## config.mk

```make
export PLATFORM = sky130hd
export DESIGN_NAME = fpw_top
export DESIGN_NICKNAME = d
export VERILOG_FILES = /design/src/hdl/fpw_pkg.sv /design/src/hdl/fpw_top.sv /design/src/hdl/fpw_page_buf.sv /design/src/hdl/fpw_protect.sv
export SDC_FILE = /design/constraint.sdc
export NUM_CORES = 2
export LEC_CHECK = 0
export BUFFER_PORTS_ARGS = -buffer_cell sky130_fd_sc_hd__buf_2
export CORE_UTILIZATION = 45
export DETAILED_ROUTE_END_ITERATION = 16
export HOLD_SLACK_MARGIN = 0.15
export PLACE_DENSITY = 0.68
export SETUP_SLACK_MARGIN = 0.5
export SLEW_MARGIN = 40
export SYNTH_ARGS = -nofsm -noshare
export SYNTH_HDL_FRONTEND = slang
export SYNTH_SLANG_ARGS = --single-unit
```

## constraint.sdc

```tcl
create_clock -name clk_i -period 16.5 [get_ports clk_i]
set_input_delay 0.825 -clock clk_i [delete_from_list [all_inputs] [get_ports clk_i]]
set_output_delay 0.825 -clock clk_i [all_outputs]
set_load 0.03 [all_outputs]
```

## src/hdl/fpw_pkg.sv

```systemverilog
package fpw_pkg;

  // ****************************************
  // command codes and frame layout
  // ****************************************
  localparam logic [7:0] FPW_OPC_WRAP_SET = 8'h77;
  localparam logic [7:0] FPW_OPC_PAGE_PROG = 8'h02;
  localparam logic [7:0] FPW_OPC_QUAD_PROG = 8'h32;
  localparam logic [7:0] FPW_OPC_SECT_ERASE = 8'h20;
  localparam logic [7:0] FPW_OPC_BLK32_ERASE = 8'h52;
  localparam logic [1:0] FPW_ADDR_LAST = 2'h2;
  localparam logic [1:0] FPW_DUMMY_LAST = 2'h2;
  localparam int FPW_WRAP_DIS_POS = 4;
  localparam int FPW_WRAP_LEN_LSB = 5;
  localparam int FPW_PAGE_BYTES = 256;
  localparam logic [7:0] FPW_COL_LAST = 8'hff;
  localparam logic [3:0] FPW_STEP_SERIAL = 4'h1;
  localparam logic [3:0] FPW_STEP_QUAD = 4'h4;

  // ****************************************
  // reset values and protection geometry
  // ****************************************
  localparam logic FPW_WRAP_DIS_RST = 1'b1;
  localparam logic [1:0] FPW_WRAP_LEN_RST = 2'h0;
  localparam logic [10:0] FPW_SECTORS_ALL = 11'h400;
  localparam logic [10:0] FPW_SECTORS_PER_BLK = 11'h010;
  localparam logic [10:0] FPW_SECTORS_SMALL_MAX = 11'h008;

  // ****************************************
  // self-timed durations
  // ****************************************
  localparam int FPW_CLK_MHZ = 20;
  localparam int FPW_T_PP_US = 800;
  localparam int FPW_T_SE_US = 45000;
  localparam int FPW_T_BE32_US = 120000;
  localparam int FPW_PP_CYCLES = FPW_T_PP_US * FPW_CLK_MHZ;
  localparam int FPW_SE_CYCLES = FPW_T_SE_US * FPW_CLK_MHZ;
  localparam int FPW_BE32_CYCLES = FPW_T_BE32_US * FPW_CLK_MHZ;

  typedef enum logic [2:0] {
    FPW_ST_OPC = 3'b000,
    FPW_ST_ADDR = 3'b001,
    FPW_ST_DUMMY = 3'b010,
    FPW_ST_WRAP = 3'b011,
    FPW_ST_DATA = 3'b100,
    FPW_ST_END = 3'b101,
    FPW_ST_IGNORE = 3'b110
  } fpw_state_e;

  typedef enum logic [1:0] {
    FPW_OP_PROG = 2'b00,
    FPW_OP_SECT = 2'b01,
    FPW_OP_BLK32 = 2'b10
  } fpw_op_e;

  typedef enum logic [1:0] {
    FPW_EX_IDLE = 2'b00,
    FPW_EX_FLUSH = 2'b01,
    FPW_EX_WAIT = 2'b10
  } fpw_exec_e;

  typedef struct packed {
    logic protect_complement;
    logic small_unit_protect_select;
    logic top_bottom_select;
    logic block_protect_2;
    logic block_protect_1;
    logic block_protect_0;
  } fpw_prot_s;

  typedef struct packed {
    logic wrap_disable_bit;
    logic [1:0] wrap_length_field;
  } fpw_wrap_s;

  typedef struct packed {
    logic we;
    logic [23:0] byte_address;
    logic [7:0] data;
  } fpw_arr_wr_s;

  // next read address, held inside the wrap section when wrap is on
  function automatic logic [23:0] fpw_wrap_next(input logic [23:0] a,
                                                input fpw_wrap_s w);
    logic [7:0] mask;
    logic [23:0] inc;
    mask = 8'h07;
    inc = a + 24'h000001;
    case (w.wrap_length_field)
      2'h0: mask = 8'h07;
      2'h1: mask = 8'h0f;
      2'h2: mask = 8'h1f;
      default: mask = 8'h3f;
    endcase
    if (w.wrap_disable_bit) begin
      fpw_wrap_next = inc;
    end else begin
      fpw_wrap_next = {a[23:8], (a[7:0] & ~mask) | (inc[7:0] & mask)};
    end
  endfunction : fpw_wrap_next

endpackage : fpw_pkg

```

## src/hdl/fpw_top.sv

```systemverilog
// Function
// - 77h, 24 dummy bits, then wrap byte captured
// - only wrap bits six to four matter
// - disable bit 0 wraps 8/16/32/64 bytes
// - quad reads use stored wrap setting
// - wrap disabled after any reset
// - four-wire mode keeps length, parameter command updates
// - 02h plus address plus data needs latch set
// - program one to 256 bytes of page
// - low eight address bits wrap within page
// - execute only if select rises on boundary
// - busy during self-timed program, status stays readable
// - program completion clears write enable latch
// - protected or locked page not programmed
// - 32h quad program needs quad enable bit
// - 20h erases addressed 4 KB sector
// - sector erase busy, then clears busy, latch
// - protected or locked sector not erased
// - 52h erases addressed 32 KB block
// - block erase busy, clears latch, honours protection
`timescale 1ns/10ps
`default_nettype none
module fpw_top
  import fpw_pkg::*;
#(
  parameter int PP_CYCLES = FPW_PP_CYCLES,
  parameter int SE_CYCLES = FPW_SE_CYCLES,
  parameter int BE32_CYCLES = FPW_BE32_CYCLES
) (
  input wire logic clk_i,
  input wire logic rst_n_i,
  input wire logic cs_n_i,
  input wire logic sclk_i,
  input wire logic [3:0] data_line_i,
  input wire logic four_wire_command_mode_i,
  input wire logic quad_enable_bit_i,
  input wire logic latch_set_i,
  input wire fpw_prot_s prot_i,
  input wire logic locked_i,
  input wire logic param_wrap_set_i,
  input wire logic [1:0] param_wrap_len_i,
  input wire logic [23:0] rd_addr_i,
  output logic [23:0] rd_next_addr_o,
  output logic busy_o,
  output logic write_enable_latch_o,
  output logic wrap_disable_bit_o,
  output logic [1:0] wrap_length_field_o,
  output logic [23:0] target_addr_o,
  output fpw_arr_wr_s arr_wr_o,
  output logic erase_o,
  output logic erase_blk32_o
);

  // ****************************************
  // reset release and pin synchronisers
  // ****************************************
  logic rst_n_q1_r;
  logic rst_n;
  logic [5:0] pin_s1_r;
  logic [5:0] pin_s2_r;
  logic sclk_d_r;
  logic cs_n_d_r;

  always_ff @(posedge clk_i or negedge rst_n_i) begin
    if (!rst_n_i) begin
      rst_n_q1_r <= 1'b0;
      rst_n <= 1'b0;
    end else begin
      rst_n_q1_r <= 1'b1;
      rst_n <= rst_n_q1_r;
    end
  end

  always_ff @(posedge clk_i or negedge rst_n) begin
    if (!rst_n) begin
      pin_s1_r <= 6'h3f;
      pin_s2_r <= 6'h3f;
      sclk_d_r <= 1'b1;
      cs_n_d_r <= 1'b1;
    end else begin
      pin_s1_r <= {cs_n_i, sclk_i, data_line_i};
      pin_s2_r <= pin_s1_r;
      sclk_d_r <= pin_s2_r[4];
      cs_n_d_r <= pin_s2_r[5];
    end
  end

  // ****************************************
  // bit and byte assembly
  // ****************************************
  logic cs_low;
  logic sclk_rise;
  logic cs_rise;
  logic [3:0] din;
  logic quad_r;
  logic [2:0] bitcnt_r;
  logic [7:0] shift_r;
  logic [3:0] cnt_sum;
  logic [7:0] shift_nxt;
  logic byte_done;

  assign cs_low = ~pin_s2_r[5];
  assign cs_rise = pin_s2_r[5] & ~cs_n_d_r;
  assign sclk_rise = cs_low & pin_s2_r[4] & ~sclk_d_r;
  assign din = pin_s2_r[3:0];
  assign cnt_sum = {1'b0, bitcnt_r} +
                   (quad_r ? FPW_STEP_QUAD : FPW_STEP_SERIAL);
  // upper nibble first, data_line_3 carries the highest bit
  assign shift_nxt = quad_r ? {shift_r[3:0], din} :
                     {shift_r[6:0], din[0]};
  assign byte_done = sclk_rise & cnt_sum[3];

  // ****************************************
  // command parser
  // ****************************************
  fpw_state_e state_r;
  fpw_op_e op_r;
  fpw_exec_e ex_r;
  logic busy_r;
  logic latch_r;
  logic [1:0] idx_r;
  logic [23:0] addr_r;
  logic [7:0] col_r;
  logic got_byte_r;
  logic [255:0] written_r;
  fpw_wrap_s wrap_r;
  logic four_wire;
  logic dec_prog;
  logic dec_quad;
  logic dec_sect;
  logic dec_blk;
  logic dec_wrap;
  logic data_we;
  logic prot_hit;
  logic frame_ok;
  logic start;

  assign four_wire = four_wire_command_mode_i;
  assign dec_prog = (shift_nxt == FPW_OPC_PAGE_PROG) & latch_r;
  assign dec_quad = (shift_nxt == FPW_OPC_QUAD_PROG) & latch_r &
                    quad_enable_bit_i & ~four_wire;
  assign dec_sect = (shift_nxt == FPW_OPC_SECT_ERASE) & latch_r;
  assign dec_blk = (shift_nxt == FPW_OPC_BLK32_ERASE) & latch_r;
  // wrap setup exists only in the single-line command mode
  assign dec_wrap = (shift_nxt == FPW_OPC_WRAP_SET) & ~four_wire;
  assign data_we = byte_done & (state_r == FPW_ST_DATA);

  // only a rise on a byte boundary of the complete frame counts
  assign frame_ok = (bitcnt_r == 3'h0) &
    (((state_r == FPW_ST_DATA) & got_byte_r) |
     (state_r == FPW_ST_END));
  assign start = cs_rise & frame_ok & ~busy_r &
                 ~prot_hit & ~locked_i;

  always_ff @(posedge clk_i or negedge rst_n) begin
    if (!rst_n) begin
      state_r <= FPW_ST_OPC;
      op_r <= FPW_OP_PROG;
      quad_r <= 1'b0;
      bitcnt_r <= 3'h0;
      shift_r <= 8'h00;
      idx_r <= 2'h0;
      addr_r <= 24'h000000;
      col_r <= 8'h00;
      got_byte_r <= 1'b0;
    end else if (!cs_low) begin
      state_r <= FPW_ST_OPC;
      quad_r <= four_wire;
      bitcnt_r <= 3'h0;
      idx_r <= 2'h0;
      got_byte_r <= 1'b0;
    end else if (sclk_rise) begin
      shift_r <= shift_nxt;
      bitcnt_r <= cnt_sum[2:0];
      if (byte_done) begin
        unique case (state_r)
          FPW_ST_OPC: begin
            if (busy_r) begin
              state_r <= FPW_ST_IGNORE;
            end else if (dec_wrap) begin
              state_r <= FPW_ST_DUMMY;
            end else if (dec_prog | dec_quad) begin
              state_r <= FPW_ST_ADDR;
              op_r <= FPW_OP_PROG;
              quad_r <= quad_r | dec_quad;
            end else if (dec_sect | dec_blk) begin
              state_r <= FPW_ST_ADDR;
              op_r <= dec_sect ? FPW_OP_SECT : FPW_OP_BLK32;
            end else begin
              state_r <= FPW_ST_IGNORE;
            end
          end
          FPW_ST_ADDR: begin
            addr_r <= {addr_r[15:0], shift_nxt};
            col_r <= shift_nxt;
            idx_r <= idx_r + 2'h1;
            if (idx_r == FPW_ADDR_LAST) begin
              state_r <= (op_r == FPW_OP_PROG) ? FPW_ST_DATA : FPW_ST_END;
            end
          end
          FPW_ST_DUMMY: begin
            idx_r <= idx_r + 2'h1;
            if (idx_r == FPW_DUMMY_LAST) begin
              state_r <= FPW_ST_WRAP;
            end
          end
          FPW_ST_DATA: begin
            col_r <= col_r + 8'h01;
            got_byte_r <= 1'b1;
          end
          FPW_ST_WRAP, FPW_ST_END, FPW_ST_IGNORE: begin
            state_r <= FPW_ST_IGNORE;
          end
          default: begin
            state_r <= FPW_ST_IGNORE;
          end
        endcase
      end
    end
  end

  // ****************************************
  // wrap setting
  // ****************************************
  always_ff @(posedge clk_i or negedge rst_n) begin
    if (!rst_n) begin
      wrap_r.wrap_disable_bit <= FPW_WRAP_DIS_RST;
      wrap_r.wrap_length_field <= FPW_WRAP_LEN_RST;
    end else if (byte_done && state_r == FPW_ST_WRAP && !busy_r) begin
      // bit 7 and the low nibble are dropped here
      wrap_r.wrap_disable_bit <= shift_nxt[FPW_WRAP_DIS_POS];
      wrap_r.wrap_length_field <=
        shift_nxt[FPW_WRAP_LEN_LSB +: 2];
    end else if (param_wrap_set_i) begin
      wrap_r.wrap_length_field <= param_wrap_len_i;
    end
  end

  always_ff @(posedge clk_i or negedge rst_n) begin
    if (!rst_n) begin
      rd_next_addr_o <= 24'h000000;
    end else begin
      rd_next_addr_o <= fpw_wrap_next(rd_addr_i, wrap_r);
    end
  end

  // ****************************************
  // page buffer and protection lookup
  // ****************************************
  logic [7:0] flush_idx_r;
  logic [7:0] pend_col_r;
  logic pend_r;
  logic flush_last_r;
  logic [7:0] buf_rdata;

  fpw_page_buf u_buf (
    .clk_i(clk_i),
    .we_i(data_we),
    .waddr_i(col_r),
    .wdata_i(shift_nxt),
    .raddr_i(flush_idx_r),
    .rdata_o(buf_rdata)
  );

  fpw_protect u_prot (
    .prot_i(prot_i),
    .byte_address_i(addr_r),
    .protected_o(prot_hit)
  );

  // a fresh program frame forgets the bytes of the previous one
  always_ff @(posedge clk_i or negedge rst_n) begin
    if (!rst_n) begin
      written_r <= '0;
    end else if (byte_done && state_r == FPW_ST_OPC && !busy_r) begin
      written_r <= '0;
    end else if (data_we) begin
      written_r[col_r] <= 1'b1;
    end
  end

  // ****************************************
  // self-timed execution
  // ****************************************
  logic [23:0] timer_r;

  always_ff @(posedge clk_i or negedge rst_n) begin
    if (!rst_n) begin
      ex_r <= FPW_EX_IDLE;
      busy_r <= 1'b0;
      timer_r <= 24'h000000;
      flush_idx_r <= 8'h00;
      pend_r <= 1'b0;
      pend_col_r <= 8'h00;
      flush_last_r <= 1'b0;
    end else begin
      pend_r <= 1'b0;
      unique case (ex_r)
        FPW_EX_IDLE: begin
          if (start) begin
            busy_r <= 1'b1;
            flush_idx_r <= 8'h00;
            flush_last_r <= 1'b0;
            unique case (op_r)
              FPW_OP_PROG: timer_r <= 24'(PP_CYCLES - 1);
              FPW_OP_SECT: timer_r <= 24'(SE_CYCLES - 1);
              default: timer_r <= 24'(BE32_CYCLES - 1);
            endcase
            ex_r <= (op_r == FPW_OP_PROG) ? FPW_EX_FLUSH : FPW_EX_WAIT;
          end
        end
        FPW_EX_FLUSH: begin
          // untouched bytes of the page get no write
          pend_r <= written_r[flush_idx_r];
          pend_col_r <= flush_idx_r;
          flush_idx_r <= flush_idx_r + 8'h01;
          if (flush_idx_r == FPW_COL_LAST) begin
            ex_r <= FPW_EX_WAIT;
          end
          if (timer_r != 24'h000000) begin
            timer_r <= timer_r - 24'h000001;
          end
        end
        FPW_EX_WAIT: begin
          if (timer_r == 24'h000000) begin
            busy_r <= 1'b0;
            ex_r <= FPW_EX_IDLE;
          end else begin
            timer_r <= timer_r - 24'h000001;
          end
        end
        default: begin
          ex_r <= FPW_EX_IDLE;
          busy_r <= 1'b0;
        end
      endcase
    end
  end

  logic done;
  assign done = (ex_r == FPW_EX_WAIT) & (timer_r == 24'h000000);

  // a set request in the completion cycle wins over the clear
  always_ff @(posedge clk_i or negedge rst_n) begin
    if (!rst_n) begin
      latch_r <= 1'b0;
    end else if (latch_set_i) begin
      latch_r <= 1'b1;
    end else if (done) begin
      latch_r <= 1'b0;
    end
  end

  // ****************************************
  // array side outputs
  // ****************************************
  always_ff @(posedge clk_i or negedge rst_n) begin
    if (!rst_n) begin
      arr_wr_o <= '0;
      erase_o <= 1'b0;
      erase_blk32_o <= 1'b0;
    end else begin
      arr_wr_o.we <= pend_r;
      arr_wr_o.byte_address <= {addr_r[23:8], pend_col_r};
      arr_wr_o.data <= buf_rdata;
      erase_o <= start & (op_r != FPW_OP_PROG);
      if (start) begin
        erase_blk32_o <= (op_r == FPW_OP_BLK32);
      end
    end
  end

  assign busy_o = busy_r;
  assign write_enable_latch_o = latch_r;
  assign wrap_disable_bit_o = wrap_r.wrap_disable_bit;
  assign wrap_length_field_o = wrap_r.wrap_length_field;
  assign target_addr_o = addr_r;

endmodule : fpw_top
`default_nettype wire

```

## src/hdl/fpw_page_buf.sv

```systemverilog
`timescale 1ns/10ps
`default_nettype none
module fpw_page_buf
  import fpw_pkg::*;
(
  input wire logic clk_i,
  input wire logic we_i,
  input wire logic [7:0] waddr_i,
  input wire logic [7:0] wdata_i,
  input wire logic [7:0] raddr_i,
  output logic [7:0] rdata_o
);

  logic [7:0] mem_r [FPW_PAGE_BYTES];

  // no reset: contents only matter where the written mask says so
  always_ff @(posedge clk_i) begin
    if (we_i) begin
      mem_r[waddr_i] <= wdata_i;
    end
    rdata_o <= mem_r[raddr_i];
  end

endmodule : fpw_page_buf
`default_nettype wire

```

## src/hdl/fpw_protect.sv

```systemverilog
`timescale 1ns/10ps
`default_nettype none
module fpw_protect
  import fpw_pkg::*;
(
  input wire fpw_prot_s prot_i,
  input wire logic [23:0] byte_address_i,
  output logic protected_o
);

  // protected span counted in 4 KB sectors from the chosen end
  logic [2:0] bp;
  logic [10:0] span;
  logic [10:0] blk_span;
  logic [10:0] small_span;
  logic [10:0] sector;
  logic hit;

  assign bp = {prot_i.block_protect_2, prot_i.block_protect_1,
               prot_i.block_protect_0};
  assign sector = {1'b0, byte_address_i[21:12]};
  assign blk_span = FPW_SECTORS_PER_BLK << (bp - 3'h1);
  assign small_span = (bp > 3'h4) ? FPW_SECTORS_SMALL_MAX :
                    (11'h001 << (bp - 3'h1));
  assign span = (bp == 3'h0) ? 11'h000 :
                (bp == 3'h7) ? FPW_SECTORS_ALL :
                prot_i.small_unit_protect_select ? small_span : blk_span;
  assign hit = prot_i.top_bottom_select ? (sector < span) :
               (sector >= (FPW_SECTORS_ALL - span));
  assign protected_o = hit ^ prot_i.protect_complement;

endmodule : fpw_protect
`default_nettype wire

```

-- After elaboration in Yosys (flattened, before gate mapping)
Memories as Yosys holds them, arrays and structs flattened. A register that Yosys moved wholly into a read port is not among the register bits.
Cells that the tools add are included.
- output and inout port bits: 88
- register bits: 430
- memory bits (writable): 2048
- memories: 1
- muxes and demuxes: 69
- reduce and logical (&&, ||, !) cells: 41
- order comparisons: 6
- $add $sub $neg: 8
- bitwise logic cells: 39
- equal/unequal tests: 29
- shift-type cells: 2
- memories (memory ; depth ; bits a word ; rd ports ; clocked after memory_dff ; write ports ; line ; source):
    u_buf.mem_r ; 256 ; 8 ; 1 ; 1 ; 1 ; fpw_page_buf.sv:14 ; logic [7:0] mem_r [FPW_PAGE_BYTES];
- operator list (cell ; count):
    $mux 256 ; 2
    $or 256x256->256 ; 1
    $mux 24 ; 4
    $pmux 24 s3 ; 1
    $mux 11 ; 4
    $pmux 22 s2 ; 1
    $mux 3 ; 12
    $pmux 8 s2 ; 2
    $mux 2 ; 13
    $reduce_bool 2->1 ; 13
    $add 24x1->24 const B ; 1
    $logic_not 24->1 ; 1
    $reduce_bool 24->1 ; 1
    $sub 24x1->24 const B ; 1
    $mux 1 ; 22
    $and 1x1->1 ; 20
    $lt 8x9->1 const B ; 2
    $pmux 6 s3 ; 1
    $add 8x1->8 const B ; 2
    $and 8x8->8 ; 2
    $eq 8x6->1 const B ; 2
    $eq 8x7->1 const B ; 2
    $mux 8 ; 2
    $ne 2x2->1 const B ; 8
    40 further kinds ; 74

-- Depth between registers and ports, before layout
- depth in word-level cells: 15
- mapped depth: 23

-- Modules after synthesis
Synthesis repeated with hierarchy kept, for this count alone.
- cell total of the unflattened synthesis: 5581
- area total of the unflattened synthesis: 99256.4 sq um
- by module, submodules not included (module ; cells each ; seq. area each (sq um) ; area an instance (sq um) ; instances):
    fpw_page_buf ; 3733 ; 61659.1 ; 79556.3 ; 1
    fpw_top ; 1747 ; 10779.1 ; 18901.9 ; 1
    fpw_protect ; 101 ; 0.0 ; 798.3 ; 1

-- Least setup slack after synthesis
Ideal clock, no wire load.
- path kind: register to register
- from: register quad_r
- to: register state_r[2]
- stages on the path, launching flop included: 10
- buffers on the path: 1
- data arrival time: 4.951 ns
- setup slack: 11.407 ns
- period minus slack after synthesis: 5.093 ns
- path through: dfrtp_1 buf_2 mux2i_1 inv_1 nand2_1 nor4_1 a41oi_1 a21o_1 a21oi_1 o32ai_1
- cells in the longest elaborated chain, start to end: 13
- elaborated cells on any way between the ends: 28
- RTL lines (what ; line ; source):
    from (decl) ; fpw_top.sv:95 ; logic quad_r;
    from (signal assigned) ; fpw_top.sv:168 ; quad_r <= four_wire;
    from (signal assigned) ; fpw_top.sv:185 ; quad_r <= quad_r | dec_quad;
    $mux 8 * ; fpw_top.sv:109 ; assign shift_nxt = quad_r ? {shift_r[3:0], din} :
    named net shift_nxt[1] ; fpw_top.sv:99 ; logic [7:0] shift_nxt;
    $eq 8x6->1 ; fpw_top.sv:140 ; assign dec_quad = (shift_nxt == FPW_OPC_QUAD_PROG) & latch_r &
    $and 1x1->1 (2 in series) ; fpw_top.sv:140 ;
    $and 1x1->1 ; fpw_top.sv:141 ; quad_enable_bit_i & ~four_wire;
    $or 1x1->1 ; fpw_top.sv:182 ; end else if (dec_prog | dec_quad) begin
    $mux 3 ; fpw_top.sv:182 ;
    $mux 3 * ; fpw_top.sv:180 ; end else if (dec_wrap) begin
    $mux 3 * ; fpw_top.sv:178 ; if (busy_r) begin
    $pmux 3 s4 * ; fpw_top.sv:176 ; unique case (state_r)
    $mux 3 * ; fpw_top.sv:175 ; if (byte_done) begin
    $mux 3 * ; fpw_top.sv:172 ; end else if (sclk_rise) begin
    $mux 3 * ; fpw_top.sv:166 ; end else if (!cs_low) begin
    to (signal assigned) ; fpw_top.sv:198 ; state_r <= (op_r == FPW_OP_PROG) ? FPW_ST_DATA : FPW_ST_END;
    to (decl) ; fpw_top.sv:116 ; fpw_state_e state_r;
The timed path passes the listed nets; every way through them passes the cells marked *. The select of a mux whose other input is x is not followed.
A chain may end at the register's enable or synchronous reset.

==> flow_summary.ini <==
[status]
status = finished clean

[sta]
fin_skew_ns = 0.0569
hold_violations = 0
slew_violations = 0
worst_slew_pin_slew_ns = 1.02
setup_viol = 0
tns_ns = 0
hold_slack_ns = 0.218
fmax_mhz = 204
slew_headroom_pct = 32.0
rsz0062_at_grt = no
finalCritPeriodShare_pct = 29.7
fin_crit_ns = 4.90

[route]
drt_wl_total_um = 232000
ant_nets = 0
drc = 0
wl_per_cell_um = 28.8
dr.pass1.iters = 5
routed_via_density = 6.04
vias = 48700
drt_iter0_drc = 5364

[worst_hold_path]
holdCritPathClass = in2reg
min_from = rd_addr_i[2]

[setup_path]
slowest_stage = dfrtp_4
startpoint = flush_idx_r[1]$_DFFE_PN0P_
path_cells = buf_12 -> buf_16 -> buf_12 -> buf_16 -> mux4_2 -> mux4_2 -> a22o_1 -> a221oi_1 -> o22ai_1 -> a31o_1
worst_ep_required_time_ns = 17.28
reg2reg_from = flush_idx_r[1]$_DFFE_PN0P_
slowest_delay_ns = 0.61
arrival_ns = 5.68
cp-endpoint = u_buf.rdata_o[6]$_DFF_P_
critPathCaptureType = flop
crit_fanout = 87
r2r_cells = 10
regToRegEndpoint = u_buf.rdata_o[6]$_DFF_P_
reg2reg_slack_ns = 11.60
worst-setup-path-type = reg2reg
cp-start-kind = flop

[final_layout]
syn_to_final_growth_pct = 13.3
final_common_cell = edfxtp_1
fin_util_pct = 51.5
seq_area_um2 = 72500
drive_gt1_share_pct = 31.2
stdcell_area_um2 = 111000
mostFrequentLayoutCells = edfxtp_1 (2048), mux4_2 (708), dfrtp_1 (408)
fin_nets = 5093
multi_input_area_um2 = 24800
fillers = 16600
finalNonFillerCells = 8061

[logic_synthesis]
yosys_warnings = 0
synth_seq_cells = 2486
synth_cell_types = 79
synth.avg_cell_area_um2 = 20.4
synth.net_count = 4879
synth-edff-count = 2048
synthesis.area_um2 = 98000
syn-instance-count = 4797
async_reset_ff_share_pct = 17.3
ys_seq_area_share_pct = 73.9
yosys_most_used_dff = edfxtp_1

[power]
p_leak_nw = 36.0
power_density_nw_per_um2 = 118
peakVddDrop_mv = 0.124

[grt]
grt_usage_pct = 21.3
grt_pass1_wl_um = 341000
grt_max_degree = 181
grt_pass1_vias = 49000
grt_antenna_before_repair = 10
grt.overflow.total = 0

[clocking]
cts_tree = built
clock_path_buffers = 3
clkLatencyLatePin_ns = 0.89
cts.sinks = 2486
post-cts-setup-buffer-count = 0
cts_buffers = 232
htreeDepth = 4
cts_root_buffer = clkbuf_16
clk_pin_slew_ns = 0.07

[floorplan]
initial_utilization_pct = 45.5
ios = 133
rows = 170
design.core.area_um2 = 215000
die-area_um2 = 220000
die_h_um = 469
die_w_um = 469

[placed_design]
dp.cells = 7577
finalWeightedCongestion = 0.821
dpl.hpwl_um = 138000
portBuffers = 132
post_dp_cell_area_um2 = 103000

[flow_run]
cap_violations = 0
[layer usage]
| metal | GRT usage (%) | part of all wire [%] |
|---|---|---|
| met1 | 30.6 | 41 |
| met2 | 33.5 | 48 |
| met3 | 3.97 | 7.9 |
| met4 | 6.20 | 2.6 |
| met5 | 0 | 0.0047 |
[what timing repair did]
item / 4_1_cts / 5_1_grt
hold endpoints to repair: 32 / 0
resized for setup: 0 / 0
hold buffers: 31 / 0
[how the worst min path moves through the flow]
stage	endpoint	slack, ns	depth (start not counted)
2_1_floorplan	arr_wr_o[0]$_DFF_PN0_	0.32	0
3_3_place_gp	rst_n$_DFF_PN0_	0.34	0
3_5_place_dp	rst_n$_DFF_PN0_	0.34	0
4_1_cts	rd_next_addr_o[2]$_DFF_PN0_	0.16	2
5_1_grt	rd_next_addr_o[2]$_DFF_PN0_	0.20	2
6_report	rd_next_addr_o[2]$_DFF_PN0_	0.22	2
[worst max-delay path: cells and delay by family, from the launching register on]
kind	cells	cell delay (ns)
compound gates	4	1.43
buf+inv	4	1.60
flops	1	0.61
mux	2	0.91
[Yosys cell counts (37+ instances only)]
master    number  area, µm²
mux2i_1       39        390
o21a_1       258       1940
mux4_2       708      15900
nand3_1       55        275
nand2_1      102        383
ha_1          37        463
clkbuf_1     158        593
a21oi_1       44        220
edfxtp_1    2048      61500
dfrtp_1      415      10400
nor2_1       320       1200
buf_2         47        235
o21ai_0       42        210
[final cells by class]
| class | count | area share, % |
|---|---|---|
| Tap cell | 2838 | 3.20 |
| Antenna cell | 4 | 0.00902 |
| Clock buffer | 339 | 5.96 |
| Timing Repair Buffer | 260 | 1.94 |
| Multi-Input combinational cell | 1997 | 22.4 |
| Inverter | 34 | 0.162 |
| Sequential cell | 2486 | 65.3 |
| Clock inverter | 103 | 1.09 |
[kinds of logic (layout without fill, tap and decap cells)]
family / Yosys count / after routing / synth area share [%]
xor gates and xnor gates: 31 / 31 / 0.277
AOI/OAI and AO/OA: 525 / 525 / 3.87
adders and majority gates: 37 / 37 / 0.472
and+or+nand+nor: 629 / 629 / 2.93
other: 1 / 5 / 0.00383
muxes: 774 / 774 / 17.0
buffers and inverters: 314 / 736 / 1.53
DFF: 2486 / 2486 / 73.9
[state kept, by name, indices dropped and copies added (netlist names), 24 cells and up]
| name | count |
|---|---|
| rd_next_addr_o | 24 |
| timer_r | 24 |
| u_buf.mem_r | 2048 |
| target_addr_o | 24 |
| arr_wr_o | 33 |
| written_r | 256 |
[through the flow]
stage,power (mW),setup WS [ns]
after floorplan,7.58,3.65
after global routing,13.5,11.55
after CTS,13.2,11.23
after global placement,7.78,10.77
after detailed placement,7.82,11.20
final,13.1,11.60
[where the power goes]
part | switching, mW | internal [mW]
sequential | 0.0206 | 7.12
clock | 2.34 | 3.09
combinational | 0.490 | 0.0779
(Power assumes the default switching activity.)
